$ cat src/hw/rig_pkg.sv
/*
  constants shared by the reset and interrupt generator: register map,
  field positions, reset values, sequence lengths and state types.
  assumes nothing of its surroundings.
*/
package rig_pkg;
  // register byte addresses
  localparam logic [7:0] ADDR_CONFIG   = 8'h00;
  localparam logic [7:0] ADDR_IRQ_EN   = 8'h04;
  localparam logic [7:0] ADDR_IRQ_FLAG = 8'h08;
  localparam logic [7:0] ADDR_SERVICE  = 8'h0C;
  localparam logic [7:0] ADDR_STATUS   = 8'h10;
  // config field positions
  localparam int CFG_CME     = 0;
  localparam int CFG_SELF_CLOCK_MODE_ENABLE    = 1;
  localparam int CFG_WINDOW  = 2;
  localparam int CFG_PSEUDO_STOP_SELECT_RUN = 3;
  localparam int CFG_WRATE_LO = 4;
  localparam int CFG_RTI_LO  = 8;
  localparam logic [11:0] CFG_RESET = 12'h0003;
  // irq enable / flag bit positions
  localparam int IRQ_PERIODIC = 0;
  localparam int IRQ_LOCK     = 1;
  localparam int IRQ_SELFCLK  = 2;
  // watchdog service words
  localparam logic [7:0] SVC_ARM  = 8'h55;
  localparam logic [7:0] SVC_FIRE = 8'hAA;
  // reset sequence lengths in system clock cycles
  localparam int DRIVE_BASE = 128;
  localparam int SYNC_N     = 3;
  localparam logic [7:0] DRIVE_LAST  = 8'(DRIVE_BASE + SYNC_N - 1);
  localparam logic [7:0] SETTLE_LAST = 8'(64 - 1);
  // synchroniser inputs
  localparam int SYNC_W = 5;
  typedef enum logic [2:0] {S_CLKWAIT, S_DRIVE, S_SETTLE, S_HOLD, S_RUN} seq_state_t;
  typedef enum logic [1:0] {VEC_NORMAL, VEC_CLKMON, VEC_WDOG} vector_t;
endpackage

$ cat src/hw/sync_if.sv
/*
  carrier between the generator and its input synchroniser.
  assumes one clock, the generator's own.
*/
`timescale 1ns/100ps
interface sync_if #(parameter int W = 1);
  logic [W-1:0] raw;
  logic [W-1:0] stable;
  logic [W-1:0] changed;
  modport sync_side (input raw, output stable, output changed);
  modport user_side (output raw, input stable, input changed);
endinterface

$ cat src/hw/input_sync.sv
/*
  three-stage synchroniser with agreement filter for asynchronous pins.
  assumes inputs may change at any time relative to mclk_in.
*/
`timescale 1ns/100ps
module input_sync #(
  parameter int             W       = 1,
  parameter logic [W-1:0]   RST_VAL = '0
) (
  // clock and reset
  input  wire logic mclk_in,
  input  wire logic rst_in,
  // pins in, filtered levels out
  sync_if.sync_side port
);
  logic [W-1:0] s1_reg, s2_reg, s3_reg;
  logic [W-1:0] stable_reg, stable_next;
  logic [W-1:0] chg_reg, chg_next;

  // a bit takes its new value only once stages two and three agree
  always_comb begin
    stable_next = stable_reg;
    for (int i = 0; i < W; i++) begin
      if (s2_reg[i] == s3_reg[i]) begin
        stable_next[i] = s3_reg[i];
      end
    end
    chg_next = stable_next ^ stable_reg;
  end

  always_ff @(posedge mclk_in or posedge rst_in) begin
    if (rst_in) begin
      s1_reg     <= RST_VAL;
      s2_reg     <= RST_VAL;
      s3_reg     <= RST_VAL;
      stable_reg <= RST_VAL;
      chg_reg    <= '0;
    end else begin
      s1_reg     <= port.raw;
      s2_reg     <= s1_reg;
      s3_reg     <= s2_reg;
      stable_reg <= stable_next;
      chg_reg    <= chg_next;
    end
  end

  assign port.stable  = stable_reg;
  assign port.changed = chg_reg;
endmodule

$ cat src/hw/reset_and_interrupt_generator.sv
/*
  reset sequencer, watchdog and interrupt flags of the clock and reset unit.
  assumes rst_in is the power-on detector output; pins are asynchronous and
  are synchronised here; the reset pin has an external pull-up.
*/
`timescale 1ns/100ps
module reset_and_interrupt_generator
  import rig_pkg::*;
#(
  parameter int WDOG_BASE_LOG2 = 10,
  parameter int RTI_BASE_LOG2  = 10
) (
  // clock and power-on reset
  input  wire logic        mclk_in,
  input  wire logic        rst_in,
  // register port
  input  wire logic [7:0]  addr_in,
  input  wire logic [31:0] wr_data_in,
  input  wire logic        wr_in,
  input  wire logic        rd_in,
  output logic      [31:0] rd_data_out,
  // bidirectional reset pin, low active
  input  wire logic        reset_pin_n_in,
  output logic             reset_pin_n_out,
  output logic             reset_pin_oe_out,
  // clock monitor, quality checker, pll, stop mode
  input  wire logic        clock_loss_in,
  input  wire logic        clock_ok_in,
  input  wire logic        clock_check_fail_in,
  input  wire logic        pll_lock_in,
  input  wire logic        pseudo_stop_in,
  // reset results
  output logic             sys_reset_out,
  output logic      [1:0]  vector_sel_out,
  output logic             self_clock_mode_out,
  // interrupt requests
  output logic             periodic_irq_out,
  output logic             pll_lock_irq_out,
  output logic             self_clock_irq_out
);
  ////////////////////////////////////////////////////////////////////////////
  // synchronised inputs: pin low, loss, ok, fail, lock
  sync_if #(.W(SYNC_W)) sif ();
  logic pin_low, loss_s, ok_s, fail_s, pstop_s;
  logic lock_chg;

  assign sif.raw = {pll_lock_in, clock_check_fail_in, clock_ok_in, clock_loss_in,
                    ~reset_pin_n_in};

  input_sync #(.W(SYNC_W), .RST_VAL(5'h01)) u_sync (
    .mclk_in (mclk_in),
    .rst_in  (rst_in),
    .port    (sif.sync_side)
  );

  assign pin_low  = sif.stable[0];
  assign loss_s   = sif.stable[1];
  assign ok_s     = sif.stable[2];
  assign fail_s   = sif.stable[3];
  assign lock_chg = sif.changed[4];

  // pseudo-stop comes from on-chip logic on this clock
  assign pstop_s = pseudo_stop_in;

  ////////////////////////////////////////////////////////////////////////////
  // registers and sequencer state
  seq_state_t  state_reg, state_next;
  logic [7:0]  cnt_reg, cnt_next;
  logic [11:0] cfg_reg, cfg_next;
  logic [2:0]  en_reg, en_next;
  logic [2:0]  flag_reg, flag_next;
  logic        scm_reg, scm_next;
  logic        cmf_reg, cmf_next;
  logic        wdf_reg, wdf_next;
  vector_t     vec_reg, vec_next;
  logic        armed_reg, armed_next;
  logic [23:0] wd_cnt_reg, wd_cnt_next;
  logic [23:0] rti_cnt_reg, rti_cnt_next;
  logic [31:0] rd_reg, rd_next;

  logic        clock_monitor_enable, self_clock_mode_enable, win_en, pseudo_stop_select_run;
  logic [2:0]  wrate;
  logic [3:0]  rti_sel;
  logic        svc_wr, svc_ok, svc_bad, svc_early;
  logic        cm_evt, wd_timeout, wd_evt, rti_tick, scm_chg;
  logic [23:0] wd_period, rti_period;

  assign clock_monitor_enable      = cfg_reg[CFG_CME];
  assign self_clock_mode_enable     = cfg_reg[CFG_SELF_CLOCK_MODE_ENABLE];
  assign win_en   = cfg_reg[CFG_WINDOW];
  assign pseudo_stop_select_run = cfg_reg[CFG_PSEUDO_STOP_SELECT_RUN];
  assign wrate    = cfg_reg[CFG_WRATE_LO +: 3];
  assign rti_sel  = cfg_reg[CFG_RTI_LO +: 4];

  ////////////////////////////////////////////////////////////////////////////
  // event detection
  assign cm_evt = clock_monitor_enable & loss_s & ~self_clock_mode_enable;

  assign wd_period  = 24'(1) << (WDOG_BASE_LOG2 + 24'(wrate));
  assign rti_period = 24'(1) << (RTI_BASE_LOG2 + 24'(rti_sel));

  assign svc_wr    = wr_in && (addr_in == ADDR_SERVICE) && (state_reg == S_RUN);
  assign svc_ok    = (wr_data_in[7:0] == SVC_ARM) || (wr_data_in[7:0] == SVC_FIRE);
  assign svc_bad   = svc_wr && (wrate != 3'h0) && !svc_ok;
  // window opens at three quarters of the period
  assign svc_early = svc_wr && (wrate != 3'h0) && svc_ok && win_en &&
                     (wd_cnt_reg < (wd_period - (wd_period >> 2)));
  assign wd_timeout = (state_reg == S_RUN) && (wrate != 3'h0) &&
                      (wd_cnt_reg == wd_period - 24'(1));
  assign wd_evt = wd_timeout | svc_bad | svc_early;

  assign rti_tick = (rti_sel != 4'h0) && (state_reg == S_RUN) &&
                    (!pstop_s || pseudo_stop_select_run) &&
                    (rti_cnt_reg == rti_period - 24'(1));

  ////////////////////////////////////////////////////////////////////////////
  // reset sequencer
  always_comb begin
    state_next = state_reg;
    cnt_next   = cnt_reg + 8'h01;
    cmf_next   = cmf_reg | cm_evt;
    wdf_next   = wdf_reg | wd_evt;
    vec_next   = vec_reg;
    case (state_reg)
      S_CLKWAIT: begin
        cnt_next = 8'h00;
        if (ok_s || fail_s) begin
          state_next = S_DRIVE;
        end
      end
      S_DRIVE: begin
        if (cnt_reg == DRIVE_LAST) begin
          state_next = S_SETTLE;
          cnt_next   = 8'h00;
        end
      end
      S_SETTLE: begin
        if (cnt_reg == SETTLE_LAST) begin
          cnt_next = 8'h00;
          if (cmf_reg) begin
            vec_next = VEC_CLKMON;
          end else if (wdf_reg) begin
            vec_next = VEC_WDOG;
          end else begin
            vec_next = VEC_NORMAL;
          end
          cmf_next   = 1'b0;
          wdf_next   = 1'b0;
          state_next = pin_low ? S_HOLD : S_RUN;
        end
      end
      S_HOLD: begin
        cnt_next = 8'h00;
        if (!pin_low) begin
          state_next = S_RUN;
        end
      end
      S_RUN: begin
        cnt_next = 8'h00;
        if (pin_low || wd_evt) begin
          state_next = S_DRIVE;
        end
      end
      default: begin
        state_next = S_CLKWAIT;
      end
    endcase
    // a clock monitor event restarts the sequence from any state but S_CLKWAIT
    if (cm_evt && state_reg != S_CLKWAIT) begin
      state_next = S_DRIVE;
      cnt_next   = 8'h00;
    end
  end

  ////////////////////////////////////////////////////////////////////////////
  // configuration, self-clock mode, flags, watchdog, timer, bus
  always_comb begin
    cfg_next     = cfg_reg;
    en_next      = en_reg;
    flag_next    = flag_reg;
    scm_next     = scm_reg;
    armed_next   = armed_reg;
    wd_cnt_next  = wd_cnt_reg + 24'(1);
    rti_cnt_next = rti_cnt_reg;
    rd_next      = 32'h0000_0000;
    if (wr_in && addr_in == ADDR_CONFIG) begin
      cfg_next = wr_data_in[11:0];
    end
    if (wr_in && addr_in == ADDR_IRQ_EN) begin
      en_next = wr_data_in[2:0];
    end
    if (wr_in && addr_in == ADDR_IRQ_FLAG) begin
      flag_next = flag_reg & ~wr_data_in[2:0];
    end
    // self-clock mode: enter on failed check or clock loss, leave on good clock
    if (self_clock_mode_enable) begin
      if (!scm_reg && ((state_reg == S_CLKWAIT && fail_s) || (clock_monitor_enable && loss_s))) begin
        scm_next = 1'b1;
      end else if (scm_reg && ok_s) begin
        scm_next = 1'b0;
      end
    end
    if (cm_evt) begin
      cfg_next = CFG_RESET;
      scm_next = 1'b1;
    end
    // watchdog restarts on the service pair, and is held outside run
    if (svc_wr && !wd_evt) begin
      if (wr_data_in[7:0] == SVC_ARM) begin
        armed_next = 1'b1;
      end else if (armed_reg) begin
        armed_next  = 1'b0;
        wd_cnt_next = 24'(0);
      end
    end
    if (state_reg != S_RUN || wrate == 3'h0 || wd_evt) begin
      wd_cnt_next = 24'(0);
      armed_next  = 1'b0;
    end
    if (rti_sel == 4'h0 || state_reg != S_RUN || rti_tick) begin
      rti_cnt_next = 24'(0);
    end else if (!pstop_s || pseudo_stop_select_run) begin
      rti_cnt_next = rti_cnt_reg + 24'(1);
    end
    // hardware sets win over a simultaneous software clear
    if (rti_tick) begin
      flag_next[IRQ_PERIODIC] = 1'b1;
    end
    if (lock_chg) begin
      flag_next[IRQ_LOCK] = 1'b1;
    end
    if (scm_chg) begin
      flag_next[IRQ_SELFCLK] = 1'b1;
    end
    if (rd_in) begin
      case (addr_in)
        ADDR_CONFIG:   rd_next = {20'h0_0000, cfg_reg};
        ADDR_IRQ_EN:   rd_next = {29'h0000_0000, en_reg};
        ADDR_IRQ_FLAG: rd_next = {29'h0000_0000, flag_reg};
        ADDR_STATUS:   rd_next = {27'h000_0000, vec_reg, sif.stable[4], armed_reg,
                                  scm_reg};
        default:       rd_next = 32'h0000_0000;
      endcase
    end
  end

  // flagged from the registered state so the flag follows the mode change
  logic scm_prev_reg;
  assign scm_chg = scm_reg ^ scm_prev_reg;

  always_ff @(posedge mclk_in or posedge rst_in) begin
    if (rst_in) begin
      state_reg    <= S_CLKWAIT;
      cnt_reg      <= 8'h00;
      cfg_reg      <= CFG_RESET;
      en_reg       <= 3'h0;
      flag_reg     <= 3'h0;
      scm_reg      <= 1'b0;
      scm_prev_reg <= 1'b0;
      cmf_reg      <= 1'b0;
      wdf_reg      <= 1'b0;
      vec_reg      <= VEC_NORMAL;
      armed_reg    <= 1'b0;
      wd_cnt_reg   <= 24'h00_0000;
      rti_cnt_reg  <= 24'h00_0000;
      rd_reg       <= 32'h0000_0000;
    end else begin
      state_reg    <= state_next;
      cnt_reg      <= cnt_next;
      cfg_reg      <= cfg_next;
      en_reg       <= en_next;
      flag_reg     <= flag_next;
      scm_reg      <= scm_next;
      scm_prev_reg <= scm_reg;
      cmf_reg      <= cmf_next;
      wdf_reg      <= wdf_next;
      vec_reg      <= vec_next;
      armed_reg    <= armed_next;
      wd_cnt_reg   <= wd_cnt_next;
      rti_cnt_reg  <= rti_cnt_next;
      rd_reg       <= rd_next;
    end
  end

  ////////////////////////////////////////////////////////////////////////////
  // outputs
  assign rd_data_out         = rd_reg;
  assign reset_pin_n_out     = 1'b0;
  assign reset_pin_oe_out    = (state_reg == S_CLKWAIT) || (state_reg == S_DRIVE);
  assign sys_reset_out       = (state_reg != S_RUN);
  assign vector_sel_out      = vec_reg;
  assign self_clock_mode_out = scm_reg;
  assign periodic_irq_out    = flag_reg[IRQ_PERIODIC] & en_reg[IRQ_PERIODIC];
  assign pll_lock_irq_out    = flag_reg[IRQ_LOCK] & en_reg[IRQ_LOCK];
  assign self_clock_irq_out  = flag_reg[IRQ_SELFCLK] & en_reg[IRQ_SELFCLK];
endmodule

$ cat config.mk
export PLATFORM = sky130hd
export DESIGN_NAME = reset_and_interrupt_generator
export DESIGN_NICKNAME = d
export VERILOG_FILES = /design/src/hw/rig_pkg.sv /design/src/hw/sync_if.sv /design/src/hw/input_sync.sv /design/src/hw/reset_and_interrupt_generator.sv
export SDC_FILE = /design/constraint.sdc
export NUM_CORES = 1
export LEC_CHECK = 0
export BUFFER_PORTS_ARGS = -buffer_cell sky130_fd_sc_hd__buf_2
export CAP_MARGIN = 0
export CORE_UTILIZATION = 30
export DETAILED_ROUTE_END_ITERATION = 8
export PLACE_DENSITY = 0.47
export SYNTH_ARGS = -nofsm -noshare
export SYNTH_HDL_FRONTEND = slang
export SYNTH_HIERARCHICAL = 1
export SYNTH_SLANG_ARGS = --single-unit
export TNS_END_PERCENT = 50
$ cat constraint.sdc
create_clock -name mclk_in -period 5 [get_ports mclk_in]
set_clock_uncertainty 0.1 [all_clocks]
set_input_delay 0.25 -clock mclk_in [delete_from_list [all_inputs] [get_ports mclk_in]]
set_output_delay 0.25 -clock mclk_in [all_outputs]
set_load 0.01 [all_outputs]
## Yosys cells after proc, flatten, opt, wreduce, memory -nomap -nowiden

Cells that the tools add are included.

- Register bits after elaboration: 141

- Add/sub/neg operators: 8
- Order comparisons: 1
- Equality and inequality tests: 25
- Shifts and indexed selects: 2
- Muxes and demuxes: 44
- Bitwise logic cells: 15
- Reduce and logical (&&, ||, !) cells: 54

Operators with widths:

| kind | count |
|---|---|
| $mux W24 | 6 |
| $add A24 B1 Y24 const B | 2 |
| $eq A24 B24 Y1 | 2 |
| $pmux W12 S4 | 1 |
| $shl A1 B5 Y24 const A | 2 |
| $sub A24 B1 Y24 const B | 2 |
| $mux W12 | 3 |
| $lt A24 B24 Y1 | 1 |
| $mux W3 | 8 |
| $mux W8 | 3 |
| $pmux W8 S3 | 1 |
| $sub A24 B22 Y24 | 1 |
| $logic_and A1 B1 Y1 | 21 |
| $mux W1 | 19 |
| $eq A8 B4 Y1 const B | 2 |
| $eq A8 B8 Y1 const B | 2 |
| $ne A3 B3 Y1 const B | 5 |
| $pmux W3 S5 | 1 |
| $reduce_bool A2 Y1 | 7 |
| $logic_or A1 B1 Y1 | 10 |
| $reduce_bool A3 Y1 | 3 |
| $add A8 B1 Y8 const B | 1 |
| $eq A8 B3 Y1 const B | 1 |
| $eq A8 B5 Y1 const B | 1 |
| other kinds (25) | 44 |

## Longest topological paths before layout

Gate-level depths: netlist of run 1.

- Depth after elaboration: 12
- Depth in mapped cells: 22
- Gate-level depth less buffers: 20

## Modules after synthesis

Netlist of run 1, hierarchy kept.

By module, submodules not included:

| module | times used | cells an instance | area an instance (µm²) |
|---|---|---|---|
| reset_and_interrupt_generator | 1 | 744 | 6625.1 |
| input_sync | 1 | 46 | 772.0 |

## Worst setup path before layout of run 1

No wires, ideal clock.

- Path kind: reg-to-reg
- Start point: register cfg_reg[5]
- End point: register wd_cnt_reg[11]
- Library setup time: 132 ps
- Arrival: 4462 ps
- Data required time: 4768 ps
- Path slack: 307 ps
- Stages on the path, launching flop included: 22
- Clock period less this slack: 4693 ps
- Cell sequence: dfrtp_1 > inv_1 > ha_1 > clkbuf_1 > nand2b_1 > nor3_1 > ha_1 > a21o_1 > a21o_1 > a21o_1 > a21oi_1 > o21ai_0 > mux2i_1 > a21oi_1 > ha_1 > and3_1 > a211o_1 > a21o_1 > or2_2 > nand3_1 > clkbuf_1 > nor2_1

- Cells in the longest elaborated chain, start to end: 11

RTL lines:

| item | RTL line | source |
|---|---|---|
| start, declared | reset_and_interrupt_generator.sv:69 | `logic [11:0] cfg_reg, cfg_next;` |
| start signal, assigned | reset_and_interrupt_generator.sv:270 | `cfg_reg <= cfg_next;` |
| parallel branches: the longest is 10 deep, another holds $sub A24 B22 Y24 | - |  |
| $mux W24 * | reset_and_interrupt_generator.sv:216 | `if (state_reg != S_RUN \|\| wrate == 3'h0 \|\| wd_evt) begin` |
| named net wd_cnt_next[11] | reset_and_interrupt_generator.sv:77 | `logic [23:0] wd_cnt_reg, wd_cnt_next;` |
| end signal, assigned | reset_and_interrupt_generator.sv:279 | `wd_cnt_reg <= wd_cnt_next;` |
| end, declared | reset_and_interrupt_generator.sv:77 |  |

Mark *: on every way through the listed nets, which the timed path passes.
A chain may end at the register's enable or synchronous reset.

## Final worst setup path of run 1

- Start point: register cfg_reg[6]
- End point: register wd_cnt_reg[6]

Same word-level chain as after synthesis.

==> impl_metrics.env, run 1 <==
export IMPL_worst_r2r_path_depth=20
export IMPL_tightestPinTransition_ps=917
export IMPL_cp_slowest_cell="dfrtp_1"
export IMPL_die_x_um=157
export IMPL_min_path_cells=3
export IMPL_rrSetupSlack_ps=360
export IMPL_path_buf_inv=2
export IMPL_dp_hpwl_mm=12.8
export IMPL_wire_per_inst_um=15.3
export IMPL_syn_area_mm2=0.00723
export IMPL_grt_pass1_vias=5453
export IMPL_clk_latency_ps=420
export IMPL_met2WireLength_mm=7.90
export IMPL_core_area_mm2=0.0235
export IMPL_finalHoldViolCount=0
export IMPL_syn2layout_area_growth_pct=17.7
export IMPL_max_stage_delay_ps=370
export IMPL_ir_drop_uv=235
export IMPL_drt_pre_antenna_iters=5
export IMPL_place_ws_ps=363
export IMPL_fin_crit_sh=0.927
export IMPL_clk_path_buf_depth=2
export IMPL_relSlewSlack=0.387
export IMPL_dr_total_vias=5590
export IMPL_finalSetupTns_ps=0
export IMPL_fillerInstances=2443
export IMPL_grt_pass1_wl_mm=29.7
export IMPL_critical_path_max_fanout=19
export IMPL_crit_family="compound AO/OA/AOI/OAI gates"
export IMPL_fin_cells=1168
export IMPL_clock_sinks=117
export IMPL_n_antenna_cell=0
export IMPL_utilization=0.362
export IMPL_cts_hold_buf=10
export IMPL_fmax_mhz=216
export IMPL_dp_cells=1126
export IMPL_drive_gt1_frac=0.151
export IMPL_die_h_um=157
export IMPL_postCtsSetupRepairBufs=0
export IMPL_p_per_area_mw_per_mm2=333
export IMPL_cts_repair_resized=0
export IMPL_finalSetupViolCount=0
export IMPL_pin_count=91
export IMPL_dieArea_mm2=0.0247
export IMPL_grt_max_degree=52
export IMPL_rsz0062_at_grt="false"
export IMPL_row_count=56
export IMPL_ant_nets=0
export IMPL_cts_buffers=17
export IMPL_maxCapViolations=0
export IMPL_crit_path_start_kind="register"
export IMPL_drt_total_wl_mm=17.9
export IMPL_slew_violations=0
export IMPL_place_area_mm2=0.00775
export IMPL_top_layer="met4"
export IMPL_hp_class="in2reg"
export IMPL_setup_ws_ps=363
export IMPL_antenna_found_initial=0
export IMPL_outcome="finished clean"
export IMPL_path_depth=20
export IMPL_design_area_mm2=0.00851
export IMPL_drt_met1_wl_mm=9.07
export IMPL_via_per_inst=4.79
export IMPL_ys_warn_count=6
export IMPL_grt_ovfl_total=0
export IMPL_syn_area_per_cell_um2=9.34
export IMPL_cp_data_arrival_time_ps=4830
export IMPL_critPathCaptureType="register"
export IMPL_port_buffers=49
export IMPL_track_usage=0.156
export IMPL_period_minus_slack_ps=4640
export IMPL_gp_congestion=0.805
export IMPL_most_common_layout_cells="dfrtp_1 (111), nor2_1 (83), nand2_1 (60)"
export IMPL_wl_met3_um=689
export IMPL_nNetsFinal=922
export IMPL_initial_utilization=0.307
export IMPL_h_tree_depth=4
export IMPL_cts_root_buffer="clkbuf_16"
export IMPL_drc=0
export IMPL_clk_pin_slew_worst_paths_ps=60
export IMPL_final_common_cell="dfrtp_1"
export IMPL_worstPathCellList="inv_1 > ha_1 > nand2b_1 > nor3_1 > ha_1 > a21o_1 > a21o_1 > a21o_1 > a21oi_1 > o21ai_0 > mux2i_1 > a21oi_1 > ha_1 > and3_1 > a211o_1 > a21o_1 > or2_2 > nand3_1 > buf_4 > nor2_1"
export IMPL_worstSetupPathType="reg2reg"
export IMPL_synth_cells=774
export IMPL_cts_tree="built"
export IMPL_critPathMostFrequentCell="a21o_1"
export IMPL_drt_iter0_markers=224
export IMPL_critPathRequiredTime_ps=5200
export IMPL_p_leak_nw=3.85
[per-stage QoR]
step / hold WS (ps) / total power [mW]
floorplan: 124 / 1.37
global placement: 234 / 1.47
detailed placement: 236 / 1.47
CTS: 5.25 / 2.87
global route: 31.7 / 2.97
finish: 8.90 / 2.83
[layout make-up]
type,instances,area (µm²),area share
clock buffer,18,439,0.0516
clock inverter,14,224,0.0263
inverter,30,115,0.0135
multi-input combinational,599,3970,0.466
sequential,117,2940,0.345
tap,319,399,0.0469
timing repair buffer,71,435,0.0511
[worst reg2reg max path: stages (launching register included)]
cell	delay, ps
dfrtp_1	370
inv_1	150
ha_1	350
nand2b_1	270
nor3_1	210
ha_1	290
a21o_1	160
a21o_1	160
a21o_1	160
a21oi_1	140
o21ai_0	110
mux2i_1	140
a21oi_1	190
ha_1	280
and3_1	180
a211o_1	300
a21o_1	180
or2_2	350
nand3_1	90
buf_4	240
nor2_1	80
[power breakdown]
group	switching, mW	leakage (nW)	internal, mW
sequential	0.0703	1.55	0.999
combinational	0.225	1.98	0.161
clock	0.475	0.321	0.904
[routing by layer]
metal  vias to the layer above  GRT usage
met5                         -          0
met4                         0     0.0467
met3                        14     0.0262
met2                       125      0.237
met1                      2676      0.224
li1                       2775          -
[final timing paths]
check	startpoint	endpoint
min in group asynchronous	rst_in	rd_data_out[4]
min reg2reg	u_sync/s1_reg[3]	u_sync/s2_reg[3]
max in group asynchronous	rst_in	rti_cnt_reg[12]
min	wr_data_in[10]	cfg_reg[10]
max reg2reg	cfg_reg[6]	wd_cnt_reg[6]
max	cfg_reg[6]	wd_cnt_reg[6]
No activity file was read; power rests on OpenSTA's default activity.
==> run 2, diff against run 1 <==
--- a/config.mk
+++ b/config.mk
@@ -8,6 +8,7 @@
 export BUFFER_PORTS_ARGS = -buffer_cell sky130_fd_sc_hd__buf_2
 export CAP_MARGIN = 0
 export CORE_UTILIZATION = 30
+export CTS_BUF_LIST = sky130_fd_sc_hd__clkbuf_16
 export DETAILED_ROUTE_END_ITERATION = 8
 export PLACE_DENSITY = 0.47
 export SYNTH_ARGS = -nofsm -noshare
==> impl_metrics.env, run 2 (same netlist as run 1, synthesis figures left out) <==
export IMPL_worstPathCellList="inv_1 > ha_1 > nand2b_1 > nor3_1 > ha_1 > a21o_1 > a21o_1 > a21o_1 > a21oi_1 > o21ai_0 > mux2i_1 > a21oi_1 > ha_1 > and3_1 > a211o_1 > a21o_1 > or2_2 > nand3_1 > buf_4 > nor2_1"
export IMPL_drive_gt1_frac=0.150
export IMPL_fin_crit_sh=0.927
export IMPL_finalSetupViolCount=0
export IMPL_critPathMostFrequentCell="a21o_1"
export IMPL_place_ws_ps=363
export IMPL_nNetsFinal=922
export IMPL_critical_path_max_fanout=19
export IMPL_port_buffers=49
export IMPL_grt_max_degree=52
export IMPL_final_common_cell="dfrtp_1"
export IMPL_drt_pre_antenna_iters=5
export IMPL_antenna_found_initial=0
export IMPL_h_tree_depth=4
export IMPL_fmax_mhz=216
export IMPL_clk_pin_slew_worst_paths_ps=60
export IMPL_syn2layout_area_growth_pct=17.6
export IMPL_outcome="finished clean"
export IMPL_pin_count=91
export IMPL_cp_data_arrival_time_ps=4830
export IMPL_crit_path_start_kind="register"
export IMPL_postCtsSetupRepairBufs=0
export IMPL_grt_ovfl_total=0
export IMPL_relSlewSlack=0.387
export IMPL_clk_path_buf_depth=2
export IMPL_hp_class="in2reg"
export IMPL_crit_family="compound AO/OA/AOI/OAI gates"
export IMPL_ir_drop_uv=235
export IMPL_finalHoldViolCount=0
export IMPL_track_usage=0.156
export IMPL_cts_repair_resized=0
export IMPL_ant_nets=0
export IMPL_dp_hpwl_mm=12.8
export IMPL_worstSetupPathType="reg2reg"
export IMPL_gp_congestion=0.805
export IMPL_via_per_inst=4.79
export IMPL_die_x_um=157
export IMPL_n_antenna_cell=0
export IMPL_cp_slowest_cell="dfrtp_1"
export IMPL_drt_total_wl_mm=17.9
export IMPL_clk_latency_ps=420
export IMPL_p_leak_nw=3.85
export IMPL_rrSetupSlack_ps=360
export IMPL_row_count=56
export IMPL_tightestPinTransition_ps=917
export IMPL_max_stage_delay_ps=370
export IMPL_multi_input_area_mm2=0.00397
export IMPL_slew_violations=0
export IMPL_dieArea_mm2=0.0247
export IMPL_grt_pass1_vias=5453
export IMPL_wire_per_inst_um=15.3
export IMPL_die_h_um=157
export IMPL_initial_utilization=0.307
export IMPL_cts_root_buffer="clkbuf_16"
export IMPL_drc=0
export IMPL_grt_pass1_wl_mm=29.7
export IMPL_p_per_area_mw_per_mm2=331
export IMPL_critPathRequiredTime_ps=5200
export IMPL_hold_worst_slack_ps=8.91
export IMPL_regArea_mm2=0.00294
export IMPL_setup_ws_ps=363
export IMPL_critPathCaptureType="register"
export IMPL_dr_total_vias=5590
export IMPL_path_buf_inv=2
export IMPL_drt_iter0_markers=224
export IMPL_finalSetupTns_ps=0
export IMPL_clock_sinks=117
export IMPL_cts_tree="built"
export IMPL_period_minus_slack_ps=4640
export IMPL_fillerInstances=2444
export IMPL_cts_buffers=17
export IMPL_maxCapViolations=0
export IMPL_most_common_layout_cells="dfrtp_1 (111), nor2_1 (83), nand2_1 (60)"
export IMPL_rsz0062_at_grt="false"
export IMPL_core_area_mm2=0.0235
## run 2: where the power goes
part           internal, mW  total (mW)  switching (mW)
clock network         0.888        1.36           0.474
logic                 0.161       0.386           0.225
registers             0.999        1.07          0.0703
## run 2: layer usage
metal | part of all wire | GRT usage
met5 | 0 | 0
met4 | 0.011 | 0.0467
met3 | 0.039 | 0.0262
met2 | 0.44 | 0.237
met1 | 0.51 | 0.224
## run 2: through the flow
stage | total power [mW] | cells | util | area [µm²]
after CTS | 2.85 | 1168 | 0.361 | 8500
after global placement | 1.47 | 1126 | 0.329 | 7750
after floorplan | 1.37 | 797 | - | 7320
after detailed placement | 1.47 | 1126 | 0.329 | 7750
after global routing | 2.95 | 1168 | 0.361 | 8500
final | 2.82 | 1168 | 0.361 | 8500
## run 2: path summary, 6_finish.rpt
| kind | from | depth (start not counted) | endpoint |
|---|---|---|---|
| worst max-delay path | cfg_reg[6] | 20 | wd_cnt_reg[6] |
| worst min-delay path | wr_data_in[10] | 3 | cfg_reg[10] |
| worst max register to register | cfg_reg[6] | 20 | wd_cnt_reg[6] |
| worst min register to register | u_sync/s1_reg[3] | 0 | u_sync/s2_reg[3] |
| max in group asynchronous | rst_in | 4 | rti_cnt_reg[12] |
| min in group asynchronous | rst_in | 3 | rd_data_out[1] |
## run 2: final cells by class
cell class	count	share of cell area
multi-input combinational	599	0.466
inverter	30	0.0135
sequential	117	0.345
clock buffer	17	0.0500
clock inverter	15	0.0268
tap	319	0.0469
timing repair buffer	71	0.0512
## run 2: repair_timing
| action | CTS | global route |
|---|---|---|
| hold buffers | 10 | 0 |
| endpoints found under the hold margin | 76 | 0 |
| endpoints found under the setup margin | 0 | 0 |
## run 2: worst register-to-register path, delay by kind of cell, from the launching register on
family / cells / cell delay, ps
multiplexers: 1 / 140
AND/OR/NAND/NOR: 6 / 1180
buffers and inverters: 2 / 390
flip-flops: 1 / 370
AO/OA/AOI/OAI: 8 / 1400
adder cells (fa/ha/maj): 3 / 920
